$ cat src/verilog/apf_pkg.sv
// Shared constants and types for the accelerometer control register bank.
// Assumes a 200 MHz system clock and APB with 32-bit data, one byte per word.
package apf_pkg;

    // Bus shape
    localparam int ADDR_W = 12;
    localparam int DATA_W = 32;

    // Register indices; byte address is four times the index
    localparam logic [7:0] IDX_TIMING = 8'h3D;
    localparam logic [7:0] IDX_POWER = 8'h3F;
    localparam logic [7:0] IDX_SELF = 8'h40;
    localparam logic [7:0] IDX_RESET = 8'h41;
    localparam logic [7:0] IDX_QUEUE = 8'h42;
    localparam logic [7:0] IDX_BADDR = 8'h44;
    localparam logic [7:0] IDX_BDATA = 8'h45;

    // Field positions and codes
    localparam int TIM_XCLK_BIT = 1;
    localparam int TIM_XTRIG_BIT = 0;
    localparam int SC_GO_BIT = 0;
    localparam logic [7:0] RESET_CODE = 8'h52;
    localparam logic [7:0] REG_RST = 8'h00;
    localparam logic [1:0] TIM_RST = 2'h0;

    // Timing
    localparam int CLK_MHZ = 200;
    localparam int SETTLE_LONG_MS = 370;
    localparam int SETTLE_SHORT_MS = 16;
    localparam int SETTLE_LONG_CYC = SETTLE_LONG_MS * CLK_MHZ * 1000;
    localparam int SETTLE_SHORT_CYC = SETTLE_SHORT_MS * CLK_MHZ * 1000;
    localparam int SETTLE_W = 27;
    localparam int TICK_CYC = 500000;
    localparam int TICK_W = 19;
    localparam int SELF_CHECK_CYC = 64;
    localparam logic [6:0] SC_LAST = 7'(SELF_CHECK_CYC - 1);

    // Sample queue
    localparam int SAMPLE_W = 16;
    localparam int QUEUE_DEPTH = 4;

    typedef enum logic [1:0] {
        MODE_STANDBY = 2'b00,
        MODE_WAKE = 2'b01,
        MODE_IMPACT = 2'b10,
        MODE_FULL = 2'b11
    } apf_mode_t;

    typedef enum logic [1:0] {
        PH_MSB = 2'b00,
        PH_LSB = 2'b01,
        PH_GAP = 2'b10
    } apf_phase_t;

    typedef struct packed {
        logic two_wire_fast_select;
        logic rsvd;
        logic impact_wake_level_select;
        logic settle_short;
        logic lowpass_bypass;
        logic highpass_bypass;
        apf_mode_t mode;
    } apf_power_t;

    typedef struct packed {
        logic self_check_pass;
        logic self_check_complete;
        logic self_check_go;
    } apf_check_t;

endpackage

$ cat src/verilog/apf_ctrl.sv
// Control and status registers of an accelerometer, with sample queue.
// Assumes an APB master on clk; irq pins arrive asynchronously from outside.
// Notes on behaviour
// - Power bit 7 selects fast two-wire mode
// - Power bit 5 selects impact wake level
// - Bit 4 picks 370 or 16 ms settle
// - Power bit 3 bypasses low-pass filter
// - Power bit 2 bypasses high-pass filter
// - Mode field picks four modes, resets standby
// - Writing self check bit starts/clears run
// - Complete and pass bits read-only, reset zero
// - Code 0x52 to reset register resets all
// - Queue read pops sample, MSB byte first
// - Continued queue reads pop every third read
// - Burst started at queue keeps pointer fixed
// - Burst reaching queue returns zero, advances
// - Outside clock on pin one sets timing
// - Pin two edge produces one sample
// - Timing bits 1 and 0, reset zero
`timescale 1ns/1ps
module apf_ctrl #(
    parameter int unsigned SETTLE_LONG_CYC = apf_pkg::SETTLE_LONG_CYC,
    parameter int unsigned SETTLE_SHORT_CYC = apf_pkg::SETTLE_SHORT_CYC,
    parameter int unsigned TICK_CYC = apf_pkg::TICK_CYC
) (
    // Clock and reset
    input wire logic clk,
    input wire logic srst,
    // APB slave
    input wire logic psel,
    input wire logic penable,
    input wire logic pwrite,
    input wire logic [apf_pkg::ADDR_W-1:0] paddr,
    input wire logic [apf_pkg::DATA_W-1:0] pwdata,
    output logic [apf_pkg::DATA_W-1:0] prdata,
    output logic pready,
    output logic pslverr,
    // Pins used as timing inputs
    input wire logic irq_pin_one,
    input wire logic irq_pin_two,
    // Sensor front end
    input wire logic [apf_pkg::SAMPLE_W-1:0] adc_sample,
    input wire logic self_check_ok,
    // Control and status to the sensor path
    output apf_pkg::apf_power_t power_and_mode_control,
    output logic outside_clock_enable,
    output logic outside_trigger_enable,
    output logic filter_settled,
    output apf_pkg::apf_check_t self_check_status,
    output logic sample_dropped
);
    localparam logic [apf_pkg::SETTLE_W-1:0] SETTLE_LONG_LAST =
        apf_pkg::SETTLE_W'(SETTLE_LONG_CYC - 1);
    localparam logic [apf_pkg::SETTLE_W-1:0] SETTLE_SHORT_LAST =
        apf_pkg::SETTLE_W'(SETTLE_SHORT_CYC - 1);
    localparam logic [apf_pkg::TICK_W-1:0] TICK_LAST = apf_pkg::TICK_W'(TICK_CYC - 1);

    logic rst;
    logic soft_rst_r;
    logic pready_r;
    logic pslverr_r;
    logic [apf_pkg::DATA_W-1:0] prdata_r;
    apf_pkg::apf_power_t pwr_r;
    apf_pkg::apf_power_t wpow;
    logic [1:0] tim_r;
    logic st_go_r;
    logic self_check_complete_r;
    logic st_pass_r;
    logic [6:0] st_cnt_r;
    logic [apf_pkg::SETTLE_W-1:0] settle_cnt_r;
    logic settled_r;
    logic [2:0] p1_q;
    logic [2:0] p2_q;
    logic p1_rise;
    logic p2_rise;
    logic [apf_pkg::TICK_W-1:0] div_cnt_r;
    logic div_tick_r;
    logic base_tick;
    logic sample_evt;
    logic pend_r;
    logic [apf_pkg::SAMPLE_W-1:0] pend_data_r;
    logic drop_r;
    logic take;
    logic q_in_ready;
    logic q_valid;
    logic [apf_pkg::SAMPLE_W-1:0] q_data;
    logic q_pop;
    logic q_rd;
    logic [apf_pkg::SAMPLE_W-1:0] hold_r;
    apf_pkg::apf_phase_t phase_r;
    logic [7:0] bptr_r;
    logic bfix_r;
    logic [7:0] idx;
    logic [7:0] sel_idx;
    logic aligned;
    logic mapped;
    logic access;
    logic wr;
    logic rd;
    logic queue_path;
    logic skip_zero;
    logic [7:0] reg_byte;
    logic [7:0] queue_byte;
    logic [7:0] rd_byte;

    assign rst = srst | soft_rst_r;
    assign prdata = prdata_r;
    assign pready = pready_r;
    assign pslverr = pslverr_r;
    assign power_and_mode_control = pwr_r;
    assign outside_clock_enable = tim_r[apf_pkg::TIM_XCLK_BIT];
    assign outside_trigger_enable = tim_r[apf_pkg::TIM_XTRIG_BIT];
    assign filter_settled = settled_r;
    assign self_check_status = '{self_check_pass: st_pass_r,
                                 self_check_complete: self_check_complete_r,
                                 self_check_go: st_go_r};
    assign sample_dropped = drop_r;

    // Address decode
    assign idx = paddr[9:2];
    assign aligned = (paddr[1:0] == 2'h0) && (paddr[11:10] == 2'h0);
    assign access = psel & penable & ~pready_r;
    assign wr = access & pwrite & mapped;
    assign rd = access & ~pwrite & mapped;
    assign wpow = apf_pkg::apf_power_t'(pwdata[7:0]);

    always_comb begin
        mapped = 1'b0;
        if (aligned) begin
            case (idx)
                apf_pkg::IDX_TIMING, apf_pkg::IDX_POWER, apf_pkg::IDX_SELF,
                apf_pkg::IDX_RESET, apf_pkg::IDX_QUEUE, apf_pkg::IDX_BADDR,
                apf_pkg::IDX_BDATA: mapped = 1'b1;
                default: mapped = 1'b0;
            endcase
        end
    end

    // Burst window reads the register under the pointer
    assign sel_idx = (idx == apf_pkg::IDX_BDATA) ? bptr_r : idx;
    assign queue_path = (idx == apf_pkg::IDX_QUEUE) ||
        ((idx == apf_pkg::IDX_BDATA) && (bptr_r == apf_pkg::IDX_QUEUE) && bfix_r);
    assign skip_zero = (idx == apf_pkg::IDX_BDATA) && (bptr_r == apf_pkg::IDX_QUEUE) && !bfix_r;
    assign q_rd = rd & queue_path;
    assign q_pop = q_rd & (phase_r == apf_pkg::PH_MSB) & q_valid;

    always_comb begin
        case (sel_idx)
            apf_pkg::IDX_TIMING: reg_byte = {6'h00, tim_r};
            apf_pkg::IDX_POWER: reg_byte = pwr_r;
            apf_pkg::IDX_SELF: reg_byte = {5'h00, st_pass_r, self_check_complete_r, st_go_r};
            default: reg_byte = 8'h00;
        endcase
    end

    always_comb begin
        case (phase_r)
            apf_pkg::PH_MSB: queue_byte = q_valid ? q_data[15:8] : 8'h00;
            apf_pkg::PH_LSB: queue_byte = hold_r[7:0];
            default: queue_byte = 8'h00;
        endcase
    end

    always_comb begin
        if (!mapped) begin
            rd_byte = 8'h00;
        end else if (idx == apf_pkg::IDX_BADDR) begin
            rd_byte = bptr_r;
        end else if (queue_path) begin
            rd_byte = queue_byte;
        end else if (skip_zero) begin
            rd_byte = 8'h00;
        end else begin
            rd_byte = reg_byte;
        end
    end

    // APB answer, one wait state
    always_ff @(posedge clk) begin
        if (srst) begin
            pready_r <= 1'b0;
            pslverr_r <= 1'b0;
            prdata_r <= '0;
        end else begin
            pready_r <= access;
            pslverr_r <= access & ~mapped;
            if (access & ~pwrite) begin
                prdata_r <= {24'h000000, rd_byte};
            end
        end
    end

    // Soft reset only on the exact code
    always_ff @(posedge clk) begin
        if (srst) begin
            soft_rst_r <= 1'b0;
        end else begin
            soft_rst_r <= wr && (idx == apf_pkg::IDX_RESET) &&
                (pwdata[7:0] == apf_pkg::RESET_CODE);
        end
    end

    // Power and mode control
    always_ff @(posedge clk) begin
        if (rst) begin
            pwr_r <= apf_pkg::apf_power_t'(apf_pkg::REG_RST);
        end else if (wr && (idx == apf_pkg::IDX_POWER)) begin
            pwr_r <= wpow;
            pwr_r.rsvd <= 1'b0;
        end
    end

    // Timing enables
    always_ff @(posedge clk) begin
        if (rst) begin
            tim_r <= apf_pkg::TIM_RST;
        end else if (wr && (idx == apf_pkg::IDX_TIMING)) begin
            tim_r <= pwdata[1:0];
        end
    end

    // Self check run
    always_ff @(posedge clk) begin
        if (rst) begin
            st_go_r <= 1'b0;
            self_check_complete_r <= 1'b0;
            st_pass_r <= 1'b0;
            st_cnt_r <= '0;
        end else if (wr && (idx == apf_pkg::IDX_SELF)) begin
            st_go_r <= pwdata[apf_pkg::SC_GO_BIT];
            if (pwdata[apf_pkg::SC_GO_BIT]) begin
                self_check_complete_r <= 1'b0;
                st_pass_r <= 1'b0;
                st_cnt_r <= '0;
            end
        end else if (st_go_r && !self_check_complete_r) begin
            if (st_cnt_r == apf_pkg::SC_LAST) begin
                self_check_complete_r <= 1'b1;
                st_pass_r <= self_check_ok;
            end else begin
                st_cnt_r <= st_cnt_r + 7'h01;
            end
        end
    end

    // Filter settling after any power write
    always_ff @(posedge clk) begin
        if (rst) begin
            settle_cnt_r <= '0;
            settled_r <= 1'b0;
        end else if (wr && (idx == apf_pkg::IDX_POWER)) begin
            settle_cnt_r <= wpow.settle_short ? SETTLE_SHORT_LAST : SETTLE_LONG_LAST;
            settled_r <= 1'b0;
        end else if (pwr_r.mode == apf_pkg::MODE_STANDBY) begin
            settled_r <= 1'b0;
        end else if (settle_cnt_r != '0) begin
            settle_cnt_r <= settle_cnt_r - 1'b1;
        end else begin
            settled_r <= 1'b1;
        end
    end

    // Pin synchronisers, third stage for edges
    always_ff @(posedge clk) begin
        if (srst) begin
            p1_q <= 3'h0;
            p2_q <= 3'h0;
        end else begin
            p1_q <= {p1_q[1:0], irq_pin_one};
            p2_q <= {p2_q[1:0], irq_pin_two};
        end
    end
    assign p1_rise = p1_q[1] & ~p1_q[2];
    assign p2_rise = p2_q[1] & ~p2_q[2];

    // Internal sample rate divider
    always_ff @(posedge clk) begin
        if (rst) begin
            div_cnt_r <= '0;
            div_tick_r <= 1'b0;
        end else if (div_cnt_r == TICK_LAST) begin
            div_cnt_r <= '0;
            div_tick_r <= 1'b1;
        end else begin
            div_cnt_r <= div_cnt_r + 1'b1;
            div_tick_r <= 1'b0;
        end
    end

    assign base_tick = tim_r[apf_pkg::TIM_XCLK_BIT] ? p1_rise : div_tick_r;
    assign sample_evt = (tim_r[apf_pkg::TIM_XTRIG_BIT] ? p2_rise : base_tick) &&
        (pwr_r.mode != apf_pkg::MODE_STANDBY) && settled_r;
    assign take = pend_r & q_in_ready;

    // One pending sample; stalls while the queue is full
    always_ff @(posedge clk) begin
        if (rst) begin
            pend_r <= 1'b0;
            pend_data_r <= '0;
            drop_r <= 1'b0;
        end else begin
            if (sample_evt && (!pend_r || take)) begin
                pend_r <= 1'b1;
                pend_data_r <= adc_sample;
            end else if (take) begin
                pend_r <= 1'b0;
            end
            if (sample_evt && pend_r && !take) begin
                drop_r <= 1'b1;
            end
        end
    end

    apf_fifo #(
        .WIDTH(apf_pkg::SAMPLE_W),
        .DEPTH(apf_pkg::QUEUE_DEPTH)
    ) u_queue (
        .clk(clk),
        .rst(rst),
        .in_valid(pend_r),
        .in_ready(q_in_ready),
        .in_data(pend_data_r),
        .out_valid(q_valid),
        .out_ready(q_pop),
        .out_data(q_data)
    );

    // Byte phase of the queue port and held sample
    always_ff @(posedge clk) begin
        if (rst) begin
            phase_r <= apf_pkg::PH_MSB;
            hold_r <= '0;
        end else if (q_rd) begin
            unique case (phase_r)
                apf_pkg::PH_MSB: begin
                    phase_r <= apf_pkg::PH_LSB;
                    hold_r <= q_valid ? q_data : '0;
                end
                apf_pkg::PH_LSB: phase_r <= apf_pkg::PH_GAP;
                apf_pkg::PH_GAP: phase_r <= apf_pkg::PH_MSB;
                default: phase_r <= apf_pkg::PH_MSB;
            endcase
        end else if (access) begin
            phase_r <= apf_pkg::PH_MSB;
        end
    end

    // Burst pointer
    always_ff @(posedge clk) begin
        if (rst) begin
            bptr_r <= 8'h00;
            bfix_r <= 1'b0;
        end else if (wr && (idx == apf_pkg::IDX_BADDR)) begin
            bptr_r <= pwdata[7:0];
            bfix_r <= (pwdata[7:0] == apf_pkg::IDX_QUEUE);
        end else if (rd && (idx == apf_pkg::IDX_BDATA) && !queue_path) begin
            bptr_r <= bptr_r + 8'h01;
        end
    end
endmodule

$ cat src/verilog/apf_fifo.sv
// Small synchronous FIFO with valid/ready on both sides.
// Assumes one clock; reset is synchronous and active high.
`timescale 1ns/1ps
module apf_fifo #(
    parameter int WIDTH = 16,
    parameter int DEPTH = 4
) (
    // Clock and reset
    input wire logic clk,
    input wire logic rst,
    // Fill side
    input wire logic in_valid,
    output logic in_ready,
    input wire logic [WIDTH-1:0] in_data,
    // Drain side
    output logic out_valid,
    input wire logic out_ready,
    output logic [WIDTH-1:0] out_data
);
    localparam int PW = (DEPTH > 1) ? $clog2(DEPTH) : 1;
    localparam int CW = $clog2(DEPTH + 1);
    localparam logic [PW-1:0] PLAST = PW'(DEPTH - 1);
    localparam logic [CW-1:0] CFULL = CW'(DEPTH);

    logic [WIDTH-1:0] mem [DEPTH];
    logic [PW-1:0] wptr_r;
    logic [PW-1:0] rptr_r;
    logic [CW-1:0] cnt_r;
    logic [CW-1:0] cnt_nxt;
    logic push;
    logic pop;

    assign push = in_valid & in_ready;
    assign pop = out_ready & out_valid;
    assign out_data = mem[rptr_r];

    always_comb begin
        cnt_nxt = cnt_r + CW'(push) - CW'(pop);
    end

    always_ff @(posedge clk) begin
        if (push) begin
            mem[wptr_r] <= in_data;
        end
    end

    always_ff @(posedge clk) begin
        if (rst) begin
            wptr_r <= '0;
            rptr_r <= '0;
        end else begin
            if (push) begin
                wptr_r <= (wptr_r == PLAST) ? '0 : wptr_r + 1'b1;
            end
            if (pop) begin
                rptr_r <= (rptr_r == PLAST) ? '0 : rptr_r + 1'b1;
            end
        end
    end

    // Flags registered from the next count
    always_ff @(posedge clk) begin
        if (rst) begin
            cnt_r <= '0;
            in_ready <= 1'b1;
            out_valid <= 1'b0;
        end else begin
            cnt_r <= cnt_nxt;
            in_ready <= (cnt_nxt != CFULL);
            out_valid <= (cnt_nxt != '0);
        end
    end

endmodule

$ cat config.mk
export PLATFORM = sky130hd
export DESIGN_NAME = apf_ctrl
export DESIGN_NICKNAME = d
export VERILOG_FILES = /design/src/verilog/apf_pkg.sv /design/src/verilog/apf_ctrl.sv /design/src/verilog/apf_fifo.sv
export SDC_FILE = /design/constraint.sdc
export NUM_CORES = 1
export LEC_CHECK = 0
export BUFFER_PORTS_ARGS = -buffer_cell sky130_fd_sc_hd__buf_2
export CAP_MARGIN = 5
export CORE_ASPECT_RATIO = 0.75
export CORE_MARGIN = 2
export CORE_UTILIZATION = 52
export CTS_CLUSTER_SIZE = 14
export DETAILED_ROUTE_END_ITERATION = 6
export PLACE_DENSITY = 0.8
export SLEW_MARGIN = 20
export SYNTH_ARGS = -nofsm -noshare
export SYNTH_HDL_FRONTEND = slang
export SYNTH_SLANG_ARGS = --single-unit
$ cat constraint.sdc
create_clock -name clk -period 3.07 [get_ports clk]
set_input_delay 0.614 -clock clk [delete_from_list [all_inputs] [get_ports clk]]
set_output_delay 0.614 -clock clk [all_outputs]
set_load 0.01 [all_outputs]
# Yosys cells after proc, flatten, opt, wreduce, memory -nomap -nowiden

Memory sizes are Yosys's and may differ from the RTL's. A register that Yosys moved wholly into a read port is not among the register bits.
Index checks and enable logic that the tools add are counted.
Widths: inputs -> output; s select.

Muxes and demuxes: 42
Div/mod/pow operators: 0
Shift-type cells: 0
$mul: 0
$add $sub $neg: 8
Magnitude comparators: 0
Equality and inequality tests: 22
Reduce and logical (&&, ||, !) cells: 45
Bitwise logic cells: 20

Operator list:

| operator              | count |
|---|---|
| $mux 27               | 4 |
| $eq 8x7->1 const B    | 9 |
| $mux 8                | 9 |
| $eq 8x6->1 const B    | 4 |
| $mux 7                | 4 |
| $reduce_bool 27->1    | 1 |
| $sub 27x1->27 const B | 1 |
| $pmux 8 s3            | 1 |
| $add 19x1->19 const B | 1 |
| $eq 19x19->1 const B  | 1 |
| $logic_and 1x1->1     | 18 |
| $mux 1                | 16 |
| $pmux 8 s2            | 1 |
| $and 1x1->1           | 14 |
| $reduce_bool 2->1     | 7 |
| $mux 2                | 6 |
| $add 8x1->8 const B   | 1 |
| $logic_not 2->1       | 4 |
| $add 7x1->7 const B   | 1 |
| $eq 7x6->1 const B    | 1 |
| $reduce_or 7->1       | 1 |
| $ne 2x2->1 const B    | 3 |
| $reduce_and 3->1      | 2 |
| $logic_not 1->1       | 5 |
| 14 further kinds      | 22 |

Bits in writable memories: 64
Flip-flop bits (word level): 130
Latch bits: 0
Output and inout bits: 49
Memories: 1
Input bits: 68
Bits in read-only memories: 0

Memory list:

| memory      | depth | width | rd ports | clocked after Yosys merged registers in | wr ports | RTL line       | source |
|---|---|---|---|---|---|---|---|
| u_queue.mem | 4     | 16    | 1        | 1                                       | 1        | apf_fifo.sv:25 | `logic [WIDTH-1:0] mem [DEPTH];` |

# Logic depth before layout (Yosys ltp)

Gate-level depths: netlist of run 1.

Depth after elaboration: 11
Mapped depth: 13
Mapped depth without buffers: 12

# Modules after synthesis

From an unflattened synthesis of run 1, not the netlist that was laid out.

Cell total of the unflattened synthesis: 835
Area total of the unflattened synthesis: 8917.3 µm²

Modules (own cells, without submodules):

| module   | times used | sequential area each (µm²) | area an instance (µm²) | cells each |
|---|---|---|---|---|
| apf_ctrl | 1          | 2422.3                     | 6038.3                 | 700 |
| apf_fifo | 1          | 2142.1                     | 2879.0                 | 135 |

# Least setup slack after synthesis of run 1

No wires, ideal clock.

Path type: flip-flop to flip-flop
Start: register bptr_r[7]
End: register u_queue.out_valid
Period minus slack after synthesis: 3.227 ns
Arrival time: 3.094 ns
Setup slack: -0.157 ns
Stages on the path, launching flop included: 10
Setup time: 0.132 ns
Data required time: 2.938 ns
Cells stage by stage: dfxtp_1 -> or4_4 -> or4_4 -> a2111o_4 -> nor2_4 -> xor2_1 -> ha_1 -> fa_1 -> nor2_1 -> a21oi_1

Longest elaborated chain between the ends: 10

Ends and longest elaborated chain:

| element                         | RTL line        | source |
|---|---|---|
| start, declared                 | apf_ctrl.sv:91  | `logic [7:0] bptr_r;` |
| start signal, assigned          | apf_ctrl.sv:354 | `bptr_r <= pwdata[7:0];` |
| start signal, assigned          | apf_ctrl.sv:357 | `bptr_r <= bptr_r + 8'h01;` |
| $eq 8x7->1                      | apf_ctrl.sv:142 | `((idx == apf_pkg::IDX_BDATA) && (bptr_r == apf_pkg::IDX_QUEUE) && bfix_r);` |
| $logic_and 1x1->1 (2 in series) | apf_ctrl.sv:142 |  |
| $logic_or 1x1->1                | apf_ctrl.sv:141 | `assign queue_path = (idx == apf_pkg::IDX_QUEUE) \|\|` |
| $and 1x1->1                     | apf_ctrl.sv:144 | `assign q_rd = rd & queue_path;` |
| $and 1x1->1 (2 in series)       | apf_ctrl.sv:145 | `assign q_pop = q_rd & (phase_r == apf_pkg::PH_MSB) & q_valid;` |
| $and 1x1->1                     | apf_fifo.sv:34  | `assign pop = out_ready & out_valid;` |
| $sub 3x1->3                     | apf_fifo.sv:38  | `cnt_nxt = cnt_r + CW'(push) - CW'(pop);` |
| via u_queue.cnt_nxt[1]          | apf_fifo.sv:29  | `logic [CW-1:0] cnt_nxt;` |
| $reduce_bool 3->1               | apf_fifo.sv:70  | `out_valid <= (cnt_nxt != '0);` |
| end signal, assigned            | apf_fifo.sv:70  |  |
| end, declared                   | apf_fifo.sv:16  | `output logic out_valid,` |

The timed path passes the listed nets, and every way through them passes these cells.
A chain may end at the register's enable or synchronous reset.

# Worst setup path after layout of run 1

Ends and elaborated chain as after synthesis.

==> key figures, run 1 <==
Outcome
  • Outcome: completed

Placed design
  • Dpl cell area: 9260 um2
  • Post-DP HPWL: 13600 um
  • Buffers on Ports: 67
  • Placed cells: 1088
  • Setup slack at placement: -0.0570 ns
  • Placer Congestion: 0.888

Yosys
  • Mean post-synth cell area: 10.7 um2
  • Synth Area in Compound Gates: 9.75%
  • EDFF count, synth: 64
  • Register area share after synthesis: 52.9%
  • Top_reg_cell synth: dfxtp_1
  • Post-Synth Adder-Cell Area: 1.83%
  • Mux cell area share after synthesis: 6.63%
  • Largest family of logic cells by synthesized area: simple AND/OR/NAND/NOR gates
  • Area contributors post-synth: dfxtp_1 31%, edfxtp_1 22%, nor2_1 4.3%, mux4_2 4.2%, xor2_1 3.3%
  • Area share of the largest cell type after synthesis: 30.7%
  • Synth Area in XOR/XNOR: 5.28%
  • Synth Area in Simple Gates: 18.1%
  • Ys async rst share: 0%
  • Register bit total from synthesis: 196
  • Synth warn: 0
  • Synth Cell Area: 8620 um2
  • Synth cell types: 71
  • Synth Instances: 804
  • Cell taking the most area after synthesis: dfxtp_1

Floorplanning
  • Initial Util: 53.5%
  • Die height: 116 um
  • Die area: 17600 um2
  • Row cnt: 40
  • # IOs: 117
  • Area of the core: 16100 um2
  • Die Wd: 153 um

Power
  • Worst VDD drop: 0.292 mV
  • Leak: 3.85 nW
  • Sequential power share: 52.2%
  • P_int: 3.96 mW
  • Clock share of power: 44.8%
  • Switching Fraction: 22.6%
  • Comb pwr share: 3.0%
  • Pwr dens: 516 nW/um2
  • Net Switching: 1.16 mW

Global routing
  • Global Route Usage Sum: 22.6%
  • Largest net degree at the start of global routing: 23
  • Vias in the first global route: 6078
  • First-pass GRT wire length: 31400 um
  • GRT overflow: 0
  • Antenna violations before repair: 0

Timing
  • Slew headroom: 39.1%
  • Final setup fails: 0
  • Tcrit/Tclk final: 99.2%
  • RSZ-0062 raised after global routing: yes
  • Worst slew pin tran: 0.914 ns
  • Clock Skews: 0.0189 ns
  • Fin. Hold Viols: 0
  • Hold slack final: 0.407 ns
  • Fmax: 0.328 GHz
  • Tmin final: 3.04 ns
  • Final Worst Setup Slack: 0.0258 ns
  • Slew Viols, Final: 0

CTS
  • CTS tree: yes
  • Clock sinks: 196
  • Clock H-tree levels: 4
  • CTS max path bufs: 2
  • Clock tree root driver cell: clkbuf_16
  • Postcts setup bufs: 0
  • Clock Latency Late Sink: 0.44 ns
  • CTS clk-pin slew, worst paths: 0.07 ns
  • CTS buffer count: 17
  • Hold_buf cts: 0

Routing
  • Vias: 6368
  • DRC viols: 0
  • Initial drt markers: 502
  • WL/cell: 17.6 um
  • Vias per cell: 5.69
  • Antenna viol nets, final: 0
  • Drt pass-1 iters: 6
  • DRT Wirelength: 19700 um

Layout
  • Ant. Diodes: 0
  • Area grow syn2layout: 14.8%
  • Nets@finish: 977
  • Share of cells above drive strength 1: 20.2%
  • Post-Layout Cell Count: 1120
  • Core Util, Final: 61.4%
  • Final Instance Area: 9900 um2
  • # fillers: 1275

Worst setup path
  • R2R Setup Slk: 0.03 ns
  • WP data required: 3.37 ns
  • Worst path cell trace: or4_4 > or4_4 > a2111o_4 > nor2_4 > xor2_1 > ha_2 > fa_2 > nor2_2 > a21oi_1
  • Worst r2r src: bptr_r[7]$_SDFFE_PP0P_
  • Crit start category: flip-flop
  • Max incr delay on CP: 0.54 ns
  • Stages on the worst setup path: 9
  • Worst path slowest cell: or4_4
  • R2R Path End: u_queue.out_valid$_SDFF_PP0_
  • Buffers and inverters on the worst path: 0
  • Critical path endpoint category: flip-flop
  • Family with the most delay on the worst path: simple AND/OR/NAND/NOR gates
  • Crit path from: bptr_r[7]$_SDFFE_PP0P_
  • CP Data Arrival Time: 3.35 ns
  • CP most frequent cell: or4_4
  • WS Path Type: reg2reg
  • CP endpoint: u_queue.out_valid$_SDFF_PP0_
  • R2R depth: 9
  • Critical-path maximum fanout: 3

Run
  • MaxCap Viol Count: 0

Worst hold path
  • Hold Path Class: in2reg
worst reg2reg max path: cells and delay by family, from the launching register on:
kind,cells,cell delay [ns]
flops,1,0.33
fa+ha+maj,2,0.65
compound gates,2,0.57
simple gates,4,1.20
xor+xnor,1,0.16
worst min path at each step:
stage	start	end	slack, ns	cells past startpoint
after global routing	adc_sample[15]	pend_data_r[15]$_SDFFE_PP0P_	0.40	3
after global placement	p2_q[0]$_SDFF_PP0_	p2_q[1]$_SDFF_PP0_	0.42	1
after detailed placement	p2_q[0]$_SDFF_PP0_	p2_q[1]$_SDFF_PP0_	0.43	1
after floorplan	p1_q[0]$_SDFF_PP0_	p1_q[1]$_SDFF_PP0_	0.41	1
after CTS	adc_sample[3]	pend_data_r[3]$_SDFFE_PP0P_	0.39	3
final	adc_sample[10]	pend_data_r[10]$_SDFFE_PP0P_	0.41	3
logic make-up after synthesis:
group                      Yosys count
buffers and inverters               81
DFF                                196
xor gates and xnor gates            52
muxes                               37
AOI/OAI and AO/OA                  129
and+or+nand+nor                    296
other                                1
adders and majority gates           12
registers in the layout, summed over array words and instances (netlist names), 2 cells and up, named ones only:
register / cells
settle_cnt_r: 27
div_cnt_r: 19
u_queue.rptr_r: 2
phase_r: 2
power_and_mode_control: 7
pend_data_r: 16
p2_q: 3
hold_r: 8
prdata: 8
bptr_r: 8
tim_r: 2
u_queue.cnt_r: 3
p1_q: 3
u_queue.wptr_r: 2
u_queue.mem: 64
st_cnt_r: 7
cells in the final DEF, fill, tap and decap left out, types with 8 or more instances in the layout:
master,netlist,routed
nand3_1,22,22
xnor2_1,20,19
buf_2,0,67
clkbuf_16,0,17
nand2_1,52,52
nor2b_1,8,8
conb_1,1,25
inv_1,20,20
mux2i_1,20,20
xor2_1,32,32
a22oi_1,17,17
dfxtp_1,132,131
buf_4,28,44
o2bb2ai_1,8,8
a21oi_1,54,54
nor4_1,12,12
o21ai_0,18,18
nor3_1,9,9
nor2_1,98,97
ha_1,11,10
edfxtp_1,64,64
and3_1,15,15
nand4_1,17,17
mux4_2,16,16
power by group through the flow:
| stage | Clock (mW) | Combinational [mW] | Sequential [mW] |
|---|---|---|---|
| global placement | 0 | 0.146 | 2.73 |
| detailed placement | 0 | 0.148 | 2.73 |
| finish | 2.29 | 0.152 | 2.67 |
| floorplan | 0 | 0.100 | 2.73 |
| CTS | 2.31 | 0.149 | 2.67 |
| global route | 2.42 | 0.165 | 2.67 |
per-layer routing:
layer	part of all wire, %	up-vias	global-route usage, %
li1	-	3045	-
met1	46	3067	32.4
met2	45	234	34.7
met3	6.6	22	4.75
met4	1.6	0	7.41
met5	0	-	0
synthesized netlist by cell type, drive strengths merged (2+ instances only):
cell type / count
dfxtp: 132
nor2: 100
edfxtp: 64
a21oi: 54
nand2: 53
xor2: 32
buf: 31
clkbuf: 30
nand3: 22
o21ai: 21
inv: 20
mux2i: 20
xnor2: 20
a22oi: 17
nand4: 17
and3: 16
mux4: 16
nor4: 12
ha: 11
nor3: 11
nor2b: 8
o2bb2ai: 8
and2: 7
nand2b: 7
a221oi: 6
nand3b: 6
and4: 5
nor4bb: 5
or4: 5
nor4b: 4
and3b: 3
nor3b: 3
or2: 3
a21boi: 2
a31oi: 2
a41oi: 2
and4b: 2
o211ai: 2
o21a: 2
o311a: 2
o31ai: 2
o32ai: 2
or3: 2
or4b: 2
timing repair:
action | 4_1_cts | 5_1_grt
endpoints found under the setup margin | 4 | 4
pin swaps | 6 | 6
resized for setup | 2 | 3
cloned | 0 | 0
stage by stage:
| stage | total power [mW] | TNS [ns] |
|---|---|---|
| 6_report | 5.11 | 0 |
| 5_1_grt | 5.25 | -0.138 |
| 4_1_cts | 5.13 | -0.0421 |
| 3_5_place_dp | 2.88 | -0.0830 |
| 3_3_place_gp | 2.87 | -0.0655 |
| 2_1_floorplan | 2.83 | -0.198 |
final cells by class:
cell class                      instances  area, um2  share of cell area [%]
Clock buffer                           17        425                    4.30
Tap cell                              210        263                    2.65
Inverter                               20       75.1                   0.758
Clock inverter                         15        194                    1.96
Sequential cell                       196       4570                    46.1
Multi-Input combinational cell        551       3710                    37.5
Timing Repair Buffer                  111        666                    6.72
No activity file was read; power rests on OpenSTA's default activity.
==> run 2, diff against run 1 <==
--- a/config.mk
+++ b/config.mk
@@ -5,6 +5,7 @@
 export SDC_FILE = /design/constraint.sdc
 export NUM_CORES = 1
 export LEC_CHECK = 0
+export ABC_CLOCK_PERIOD_IN_PS = 3070
 export BUFFER_PORTS_ARGS = -buffer_cell sky130_fd_sc_hd__buf_2
 export CAP_MARGIN = 5
 export CORE_ASPECT_RATIO = 0.75
@@ -12,7 +13,7 @@
 export CORE_UTILIZATION = 52
 export CTS_CLUSTER_SIZE = 14
 export DETAILED_ROUTE_END_ITERATION = 6
-export PLACE_DENSITY = 0.8
+export PLACE_DENSITY = 0.82
 export SLEW_MARGIN = 20
 export SYNTH_ARGS = -nofsm -noshare
 export SYNTH_HDL_FRONTEND = slang
==> key figures, run 2 (synthesized netlist as in run 1, its figures left out) <==
Global routing
  • GR Layer Usage met1: 31.6% (-0.83 points)
  • M2 GR Usage: 36.6% (+1.8 points)
  • First-pass GRT wire length: 32400 um (+3.2%)
  • Largest net degree at the start of global routing: 28 (+22%)
  • Antenna violations before repair: 0 (unchanged)
  • Met3 Use GR: 5.24% (+0.49 points)
  • GRT busiest layer: met2
  • GRT overflow: 0 (unchanged)
  • Global Route Usage Sum: 23.3% (+0.71 points)
  • Vias in the first global route: 6292 (+3.5%)

Layout
  • Commonest non-fill, non-tap cell in the layout: dfxtp_1
  • Top Registers: u_queue.mem x64, settle_cnt_r x27, div_cnt_r x19
  • Largest register by flop count: u_queue.mem
  • Share of cells above drive strength 1: 20.7% (+0.44 points)
  • Final Instance Area: 9890 um2 (about the same)
  • Nets@finish: 983 (+0.61%)
  • Ant. Diodes: 0 (unchanged)
  • Number of flip-flops in the largest register: 64 (unchanged)
  • Area grow syn2layout: 14.8% (about the same)
  • # fillers: 1305 (+2.4%)
  • Most frequent cells in the layout: 131 x dfxtp_1, 96 x nor2_1, 67 x buf_2

Timing
  • RSZ-0062 raised after global routing: yes
  • Fmax: 0.321 GHz (-2.2%)
  • Worst slew pin tran: 0.922 ns (+0.00800 ns)
  • Clock Skews: 0.0113 ns (-0.00759 ns)
  • Fin. Hold Viols: 0 (unchanged)
  • Slew headroom: 38.5% (-0.53 points)
  • Tmin final: 3.11 ns (+0.0671 ns)
  • Final Worst Setup Slack: -0.0413 ns (-0.0671 ns)
  • Slew Viols, Final: 0 (unchanged)
  • Tcrit/Tclk final: 101% (+2.2 points)
  • Final setup fails: 3 (+3)

Routing
  • Vias per cell: 5.75 (+1.1%)
  • DRT Wirelength: 20100 um (+1.9%)
  • Initial drt markers: 498 (-0.80%)
  • DRC viols: 0 (unchanged)
  • Vias: 6467 (+1.6%)
  • WL/cell: 17.8 um (+1.4%)
  • Drt pass-1 iters: 5 (-1)
  • Antenna viol nets, final: 0 (unchanged)

Power
  • Leak: 3.85 nW (about the same)
  • Worst VDD drop: 0.435 mV (+49%)
  • Pwr dens: 498 nW/um2 (-3.5%)

Worst hold path
  • Worst hold start: adc_sample[7]
  • Worst hold endpoint: pend_data_r[7]$_SDFFE_PP0P_
  • Hold Path Class: in2reg
  • Hold Crit Depth: 3 (unchanged)

Worst setup path
  • WP data required: 3.38 ns (about the same)
  • Worst path slowest cell: or4_4
  • Crit start category: flip-flop
  • R2R Path End: u_queue.out_valid$_SDFF_PP0_
  • Worst r2r src: bptr_r[4]$_SDFFE_PP0P_
  • CP most frequent cell: or4_4
  • Family with the most delay on the worst path: simple AND/OR/NAND/NOR gates
  • Buffers and inverters on the worst path: 0 (unchanged)
  • CP Data Arrival Time: 3.42 ns (+0.07 ns)
  • Critical-path maximum fanout: 2 (-1)
  • Worst path cell trace: or4_4 > or4_4 > a2111o_4 > nor2_4 > xor2_2 > ha_2 > fa_2 > nor2_2 > a21oi_1
  • Critical path endpoint category: flip-flop
  • WS Path Type: reg2reg
  • Max incr delay on CP: 0.53 ns (about the same)
  • R2R depth: 9 (unchanged)
  • R2R Setup Slk: -0.04 ns (-0.07 ns)

Floorplanning
  • Row cnt: 40 (unchanged)
  • Initial Util: 53.5% (unchanged)
  • Die height: 116 um (unchanged)
  • Die Wd: 153 um (unchanged)
  • Area of the core: 16100 um2 (unchanged)
  • # IOs: 117 (unchanged)
  • Die area: 17600 um2 (unchanged)

Outcome
  • Failing checks: negative setup slack
  • Outcome: finished, violations left

Run
  • MaxCap Viol Count: 0 (unchanged)

Placed design
  • Dpl cell area: 9270 um2 (about the same)
  • Post-DP HPWL: 13800 um (+1.7%)
  • Setup slack at placement: -0.0806 ns (-0.0236 ns)
  • Placer Congestion: 0.892 (+0.48%)
  • Buffers on Ports: 67 (unchanged)

CTS
  • Clock Latency Late Sink: 0.44 ns (about the same)
  • CTS clk-pin slew, worst paths: 0.08 ns (about the same)
  • Clock tree root driver cell: clkbuf_16
  • Hold_buf cts: 0 (unchanged)
  • Clock sinks: 196 (unchanged)
  • CTS tree: yes
  • Clock H-tree levels: 4 (unchanged)
  • CTS buffer count: 17 (unchanged)
  • CTS max path bufs: 2 (unchanged)
[run 2: how the worst max path moves through the flow]
| stage | from | end | slack [ns] | cells after the start |
|---|---|---|---|---|
| finish | bptr_r[4]$_SDFFE_PP0P_ | u_queue.out_valid$_SDFF_PP0_ | -0.04 | 9 |
| global route | bptr_r[4]$_SDFFE_PP0P_ | u_queue.out_valid$_SDFF_PP0_ | -0.11 | 9 |
| global placement | bptr_r[7]$_SDFFE_PP0P_ | u_queue.out_valid$_SDFF_PP0_ | -0.05 | 9 |
| floorplan | bptr_r[7]$_SDFFE_PP0P_ | u_queue.out_valid$_SDFF_PP0_ | -0.08 | 9 |
| detailed placement | bptr_r[7]$_SDFFE_PP0P_ | u_queue.out_valid$_SDFF_PP0_ | -0.08 | 9 |
| CTS | bptr_r[4]$_SDFFE_PP0P_ | u_queue.out_valid$_SDFF_PP0_ | -0.08 | 9 |
[run 2: final cells by class]
| type | count | area, um2 | share of cell area [%] |
|---|---|---|---|
| Tap cell | 210 | 263 | 2.66 |
| Clock inverter | 11 | 96.3 | 0.974 |
| Sequential cell | 196 | 4570 | 46.1 |
| Multi-Input combinational cell | 551 | 3720 | 37.7 |
| Inverter | 20 | 75.1 | 0.759 |
| Clock buffer | 20 | 458 | 4.63 |
| Timing Repair Buffer | 117 | 711 | 7.18 |
[run 2: stage by stage]
step / total power, mW / TNS, ns / util, % / std cells / hold slack, ns
after global placement: 2.87 / -0.0825 / 57.5 / 1089 / 0.417
final: 4.93 / -0.0728 / 61.4 / 1125 / 0.407
after CTS: 4.94 / -0.178 / 61.3 / 1124 / 0.396
after detailed placement: 2.87 / -0.152 / 57.5 / 1089 / 0.443
after global routing: 5.07 / -0.260 / 61.4 / 1125 / 0.408
after floorplan: 2.83 / -0.198 / - / 828 / 0.414
[run 2: per-layer routing]
layer  vias to the layer above  wire (um)
met1                      3096       8870
met2                       279       9130
met5                         -          0
met3                        50       1550
li1                       3042          -
met4                         0        533
[run 2: worst register-to-register path: cells and delay by family, from the launching register on]
kind	cells	cell delay [ns]
adders and majority gates	2	0.67
AOI/OAI and AO/OA	2	0.57
DFF	1	0.33
and+or+nand+nor	4	1.21
xor gates and xnor gates	1	0.21
[run 2: repair_timing]
action / 4_1_cts / 5_1_grt
resized for setup: 5 / 3
setup endpoints to repair: 4 / 4
setup buffers: 4 / 1
pin swaps: 12 / 6
[run 2: where the power goes]
group          switching (mW)  internal (mW)
Combinational          0.0974         0.0537
Clock                    1.01           1.10
Sequential            0.00545           2.66
Total                    1.11           3.82
==> run 3, diff against run 2 <==
--- a/config.mk
+++ b/config.mk
@@ -5,15 +5,16 @@
 export SDC_FILE = /design/constraint.sdc
 export NUM_CORES = 1
 export LEC_CHECK = 0
+export ABC_AREA = 1
 export ABC_CLOCK_PERIOD_IN_PS = 3070
 export BUFFER_PORTS_ARGS = -buffer_cell sky130_fd_sc_hd__buf_2
 export CAP_MARGIN = 5
 export CORE_ASPECT_RATIO = 0.75
 export CORE_MARGIN = 2
-export CORE_UTILIZATION = 52
+export CORE_UTILIZATION = 53
 export CTS_CLUSTER_SIZE = 14
 export DETAILED_ROUTE_END_ITERATION = 6
-export PLACE_DENSITY = 0.82
+export PLACE_DENSITY = 0.83
 export SLEW_MARGIN = 20
 export SYNTH_ARGS = -nofsm -noshare
 export SYNTH_HDL_FRONTEND = slang
==> key figures, run 3 <==
Outcome
  • Outcome: completed

Timing
  • Fmax: 0.359 GHz (+12%)
  • Tcrit/Tclk final: 90.6% (-11 points)
  • Slew headroom: 52.3% (+14 points)
  • Tmin final: 2.78 ns (-0.330 ns)
  • Worst slew pin tran: 0.713 ns (-0.209 ns)
  • Final setup fails: 0 (-3)
  • Hold slack final: 0.401 ns (-0.00621 ns)
  • Fin. Hold Viols: 0 (unchanged)
  • Clock Skews: 0.00961 ns (-0.00167 ns)
  • Final Worst Setup Slack: 0.288 ns (+0.330 ns)
  • Slew Viols, Final: 0 (unchanged)
  • RSZ-0062 raised after global routing: no

Floorplanning
  • Area of the core: 17600 um2 (+8.9%)
  • Die Wd: 158 um (+3.5%)
  • Die height: 120 um (+3.5%)
  • Initial Util: 53.7% (+0.22 points)
  • # IOs: 117 (unchanged)
  • Row cnt: 42 (+5.0%)
  • Die area: 18900 um2 (+7.1%)

Yosys
  • Top_reg_cell synth: dfxtp_1
  • EDFF count, synth: 64 (unchanged)
  • Area contributors post-synth: dfxtp_1 28%, edfxtp_1 20%, nand2_1 9.0%, nor2_1 5.9%, a21oi_1 5.0%
  • Mean post-synth cell area: 8.04 um2 (-25%)
  • Synth warn: 0 (unchanged)
  • Register bit total from synthesis: 196 (unchanged)
  • Ys async rst share: 0% (unchanged)
  • Synth cell count leaders: 226 x nand2_1, 147 x nor2_1, 132 x dfxtp_1
  • Cell taking the most area after synthesis: dfxtp_1
  • Synth Instances: 1172 (+46%)
  • Synth cell types: 52 (-27%)
  • Most frequent cell after synthesis: nand2_1
  • Register area share after synthesis: 48.4% (-4.5 points)
  • Synth Cell Area: 9430 um2 (+9.4%)
  • Area share of the largest cell type after synthesis: 28.0% (-2.6 points)

Worst hold path
  • Worst hold start: irq_pin_two
  • Hold Crit Depth: 3 (unchanged)
  • Worst hold endpoint: p2_q[0]$_SDFF_PP0_
  • Hold Path Class: in2reg

Worst setup path
  • Max incr delay on CP: 0.38 ns (-0.15 ns)
  • Critical-path maximum fanout: 5 (+3)
  • Worst path cell trace: inv_1 > nand4_1 > nor3b_2 > nand3_2 > nand2_4 > inv_2 > nor2_4 > nand3_2 > nand2_1 > nand2_1 > ha_1 > fa_1 > xnor2_1 > xor2_1 > inv_1 > nor2_1 > nand2_1
  • R2R Setup Slk: 0.29 ns (+0.33 ns)
  • WP data required: 3.41 ns (+0.03 ns)
  • R2R Path End: u_queue.in_ready$_SDFF_PP1_
  • Worst path slowest cell: fa_1
  • CP Data Arrival Time: 3.12 ns (-0.30 ns)
  • WS Path Type: reg2reg
  • Worst r2r src: bptr_r[5]$_SDFFE_PP0P_
  • Critical path endpoint category: flip-flop
  • R2R depth: 17 (+8)
  • Crit start category: flip-flop
  • CP most frequent cell: nand2_1

Global routing
  • Met3 Use GR: 6.25% (+1.0 points)
  • Largest net degree at the start of global routing: 33 (+18%)
  • Antenna violations before repair: 0 (unchanged)
  • Global Route Usage Sum: 25.3% (+2.0 points)
  • M2 GR Usage: 37.3% (+0.77 points)
  • First-pass GRT wire length: 37400 um (+15%)
  • GRT overflow: 0 (unchanged)
  • Vias in the first global route: 7522 (+20%)
  • GR Layer Usage met1: 36.6% (+5.0 points)
  • GRT busiest layer: met2

Routing
  • Vias: 8168 (+26%)
  • Initial drt markers: 934 (+88%)
  • Drt pass-1 iters: 5 (unchanged)
  • Vias per cell: 5.40 (-6.1%)
  • Antenna viol nets, final: 0 (unchanged)
  • WL/cell: 15.3 um (-15%)
  • DRC viols: 0 (unchanged)
  • DRT Wirelength: 23100 um (+15%)

Layout
  • Nets@finish: 1338 (+36%)
  • Core Util, Final: 61.2% (-0.17 points)
  • Number of flip-flops in the largest register: 64 (unchanged)
  • Post-Layout Cell Count: 1513 (+34%)
  • Largest register by flop count: u_queue.mem
  • Ant. Diodes: 0 (unchanged)
  • Area grow syn2layout: 14.0%
  • # fillers: 1458 (+12%)
  • Multi-input logic area: 4160 um2 (+12%)
  • Top Registers: u_queue.mem x64, settle_cnt_r x27, div_cnt_r x19
  • Share of cells above drive strength 1: 15.3% (-5.3 points)
  • Register area: 4560 um2 (about the same)
  • Most frequent cells in the layout: 226 x nand2_1, 146 x nor2_1, 132 x dfxtp_1
  • Commonest non-fill, non-tap cell in the layout: nand2_1
  • Final Instance Area: 10700 um2 (+8.6%)

CTS
  • CTS buffer count: 17 (unchanged)
  • Hold_buf cts: 0 (unchanged)
  • CTS max path bufs: 2 (unchanged)
  • CTS tree: yes
  • Clock tree root driver cell: clkbuf_16
  • CTS resizes: 0 (-5)
  • Postcts setup bufs: 0 (-4)
  • CTS clk-pin slew, worst paths: 0.08 ns (about the same)
  • Clock H-tree levels: 4 (unchanged)
  • Clock Latency Late Sink: 0.45 ns (about the same)
  • Clock sinks: 196 (unchanged)

Placed design
  • Setup slack at placement: -0.0811 ns (-0.000582 ns)
  • Placer Congestion: 1.04 (+16%)
  • Buffers on Ports: 67 (unchanged)
  • Placed cells: 1481 (+36%)
  • Post-DP HPWL: 16400 um (+18%)
  • Dpl cell area: 10100 um2 (+8.7%)

Power
  • Pwr dens: 487 nW/um2 (-2.3%)
  • Worst VDD drop: 0.378 mV (-13%)
  • Leak: 4.59 nW (+19%)

Run
  • MaxCap Viol Count: 0 (unchanged)
-- run 3: kinds of logic after synthesis --
| group | share of synthesized area [%] |
|---|---|
| AO/OA/AOI/OAI | 10.9 |
| XOR/XNOR | 3.07 |
| adder cells (fa/ha/maj) | 1.67 |
| buffers and inverters | 8.47 |
| flip-flops | 48.4 |
| other | 0.0398 |
| AND/OR/NAND/NOR | 27.4 |
-- run 3: worst max path at each step --
stage	slack, ns	endpoint	start
global route	0.03	u_queue.in_ready$_SDFF_PP1_	bptr_r[5]$_SDFFE_PP0P_
global placement	-0.03	u_queue.in_ready$_SDFF_PP1_	paddr[9]
detailed placement	-0.08	u_queue.in_ready$_SDFF_PP1_	paddr[9]
finish	0.29	u_queue.in_ready$_SDFF_PP1_	bptr_r[5]$_SDFFE_PP0P_
floorplan	0.1	u_queue.in_ready$_SDFF_PP1_	paddr[5]
CTS	0.24	u_queue.in_ready$_SDFF_PP1_	bptr_r[4]$_SDFFE_PP0P_
-- run 3: worst max-delay path: cells and delay by family (launching register included) --
kind / cells / cell delay, ns
AND/OR/NAND/NOR: 10 / 1.07
XOR/XNOR: 2 / 0.37
adder cells (fa/ha/maj): 2 / 0.57
buffers and inverters: 3 / 0.28
flip-flops: 1 / 0.36
-- run 3: area by class of cell --
| cell class | instances | area share (%) |
|---|---|---|
| multi-input cells | 823 | 38.7 |
| repair buffers | 102 | 5.57 |
| flip-flops and latches | 196 | 42.5 |
| well taps | 242 | 2.82 |
| clock inverters | 15 | 2.26 |
| clock buffers | 17 | 3.96 |
| inverters | 118 | 4.18 |
-- run 3: power breakdown --
| part | switching, mW | internal (mW) |
|---|---|---|
| clock network | 1.24 | 1.17 |
| registers | 0.00414 | 2.66 |
| logic | 0.108 | 0.0491 |
-- run 3: through the flow --
stage	TNS, ns	total power, mW
3_5_place_dp	-0.0811	2.88
5_1_grt	0	5.39
3_3_place_gp	-0.0304	2.88
2_1_floorplan	0	2.83
6_report	0	5.23
4_1_cts	0	5.25
-- run 3: metal layers --
layer	wire length, um	share of wire, %
met5	0	0
met4	464	2.0
met3	2250	9.7
met2	9980	43
met1	10400	45
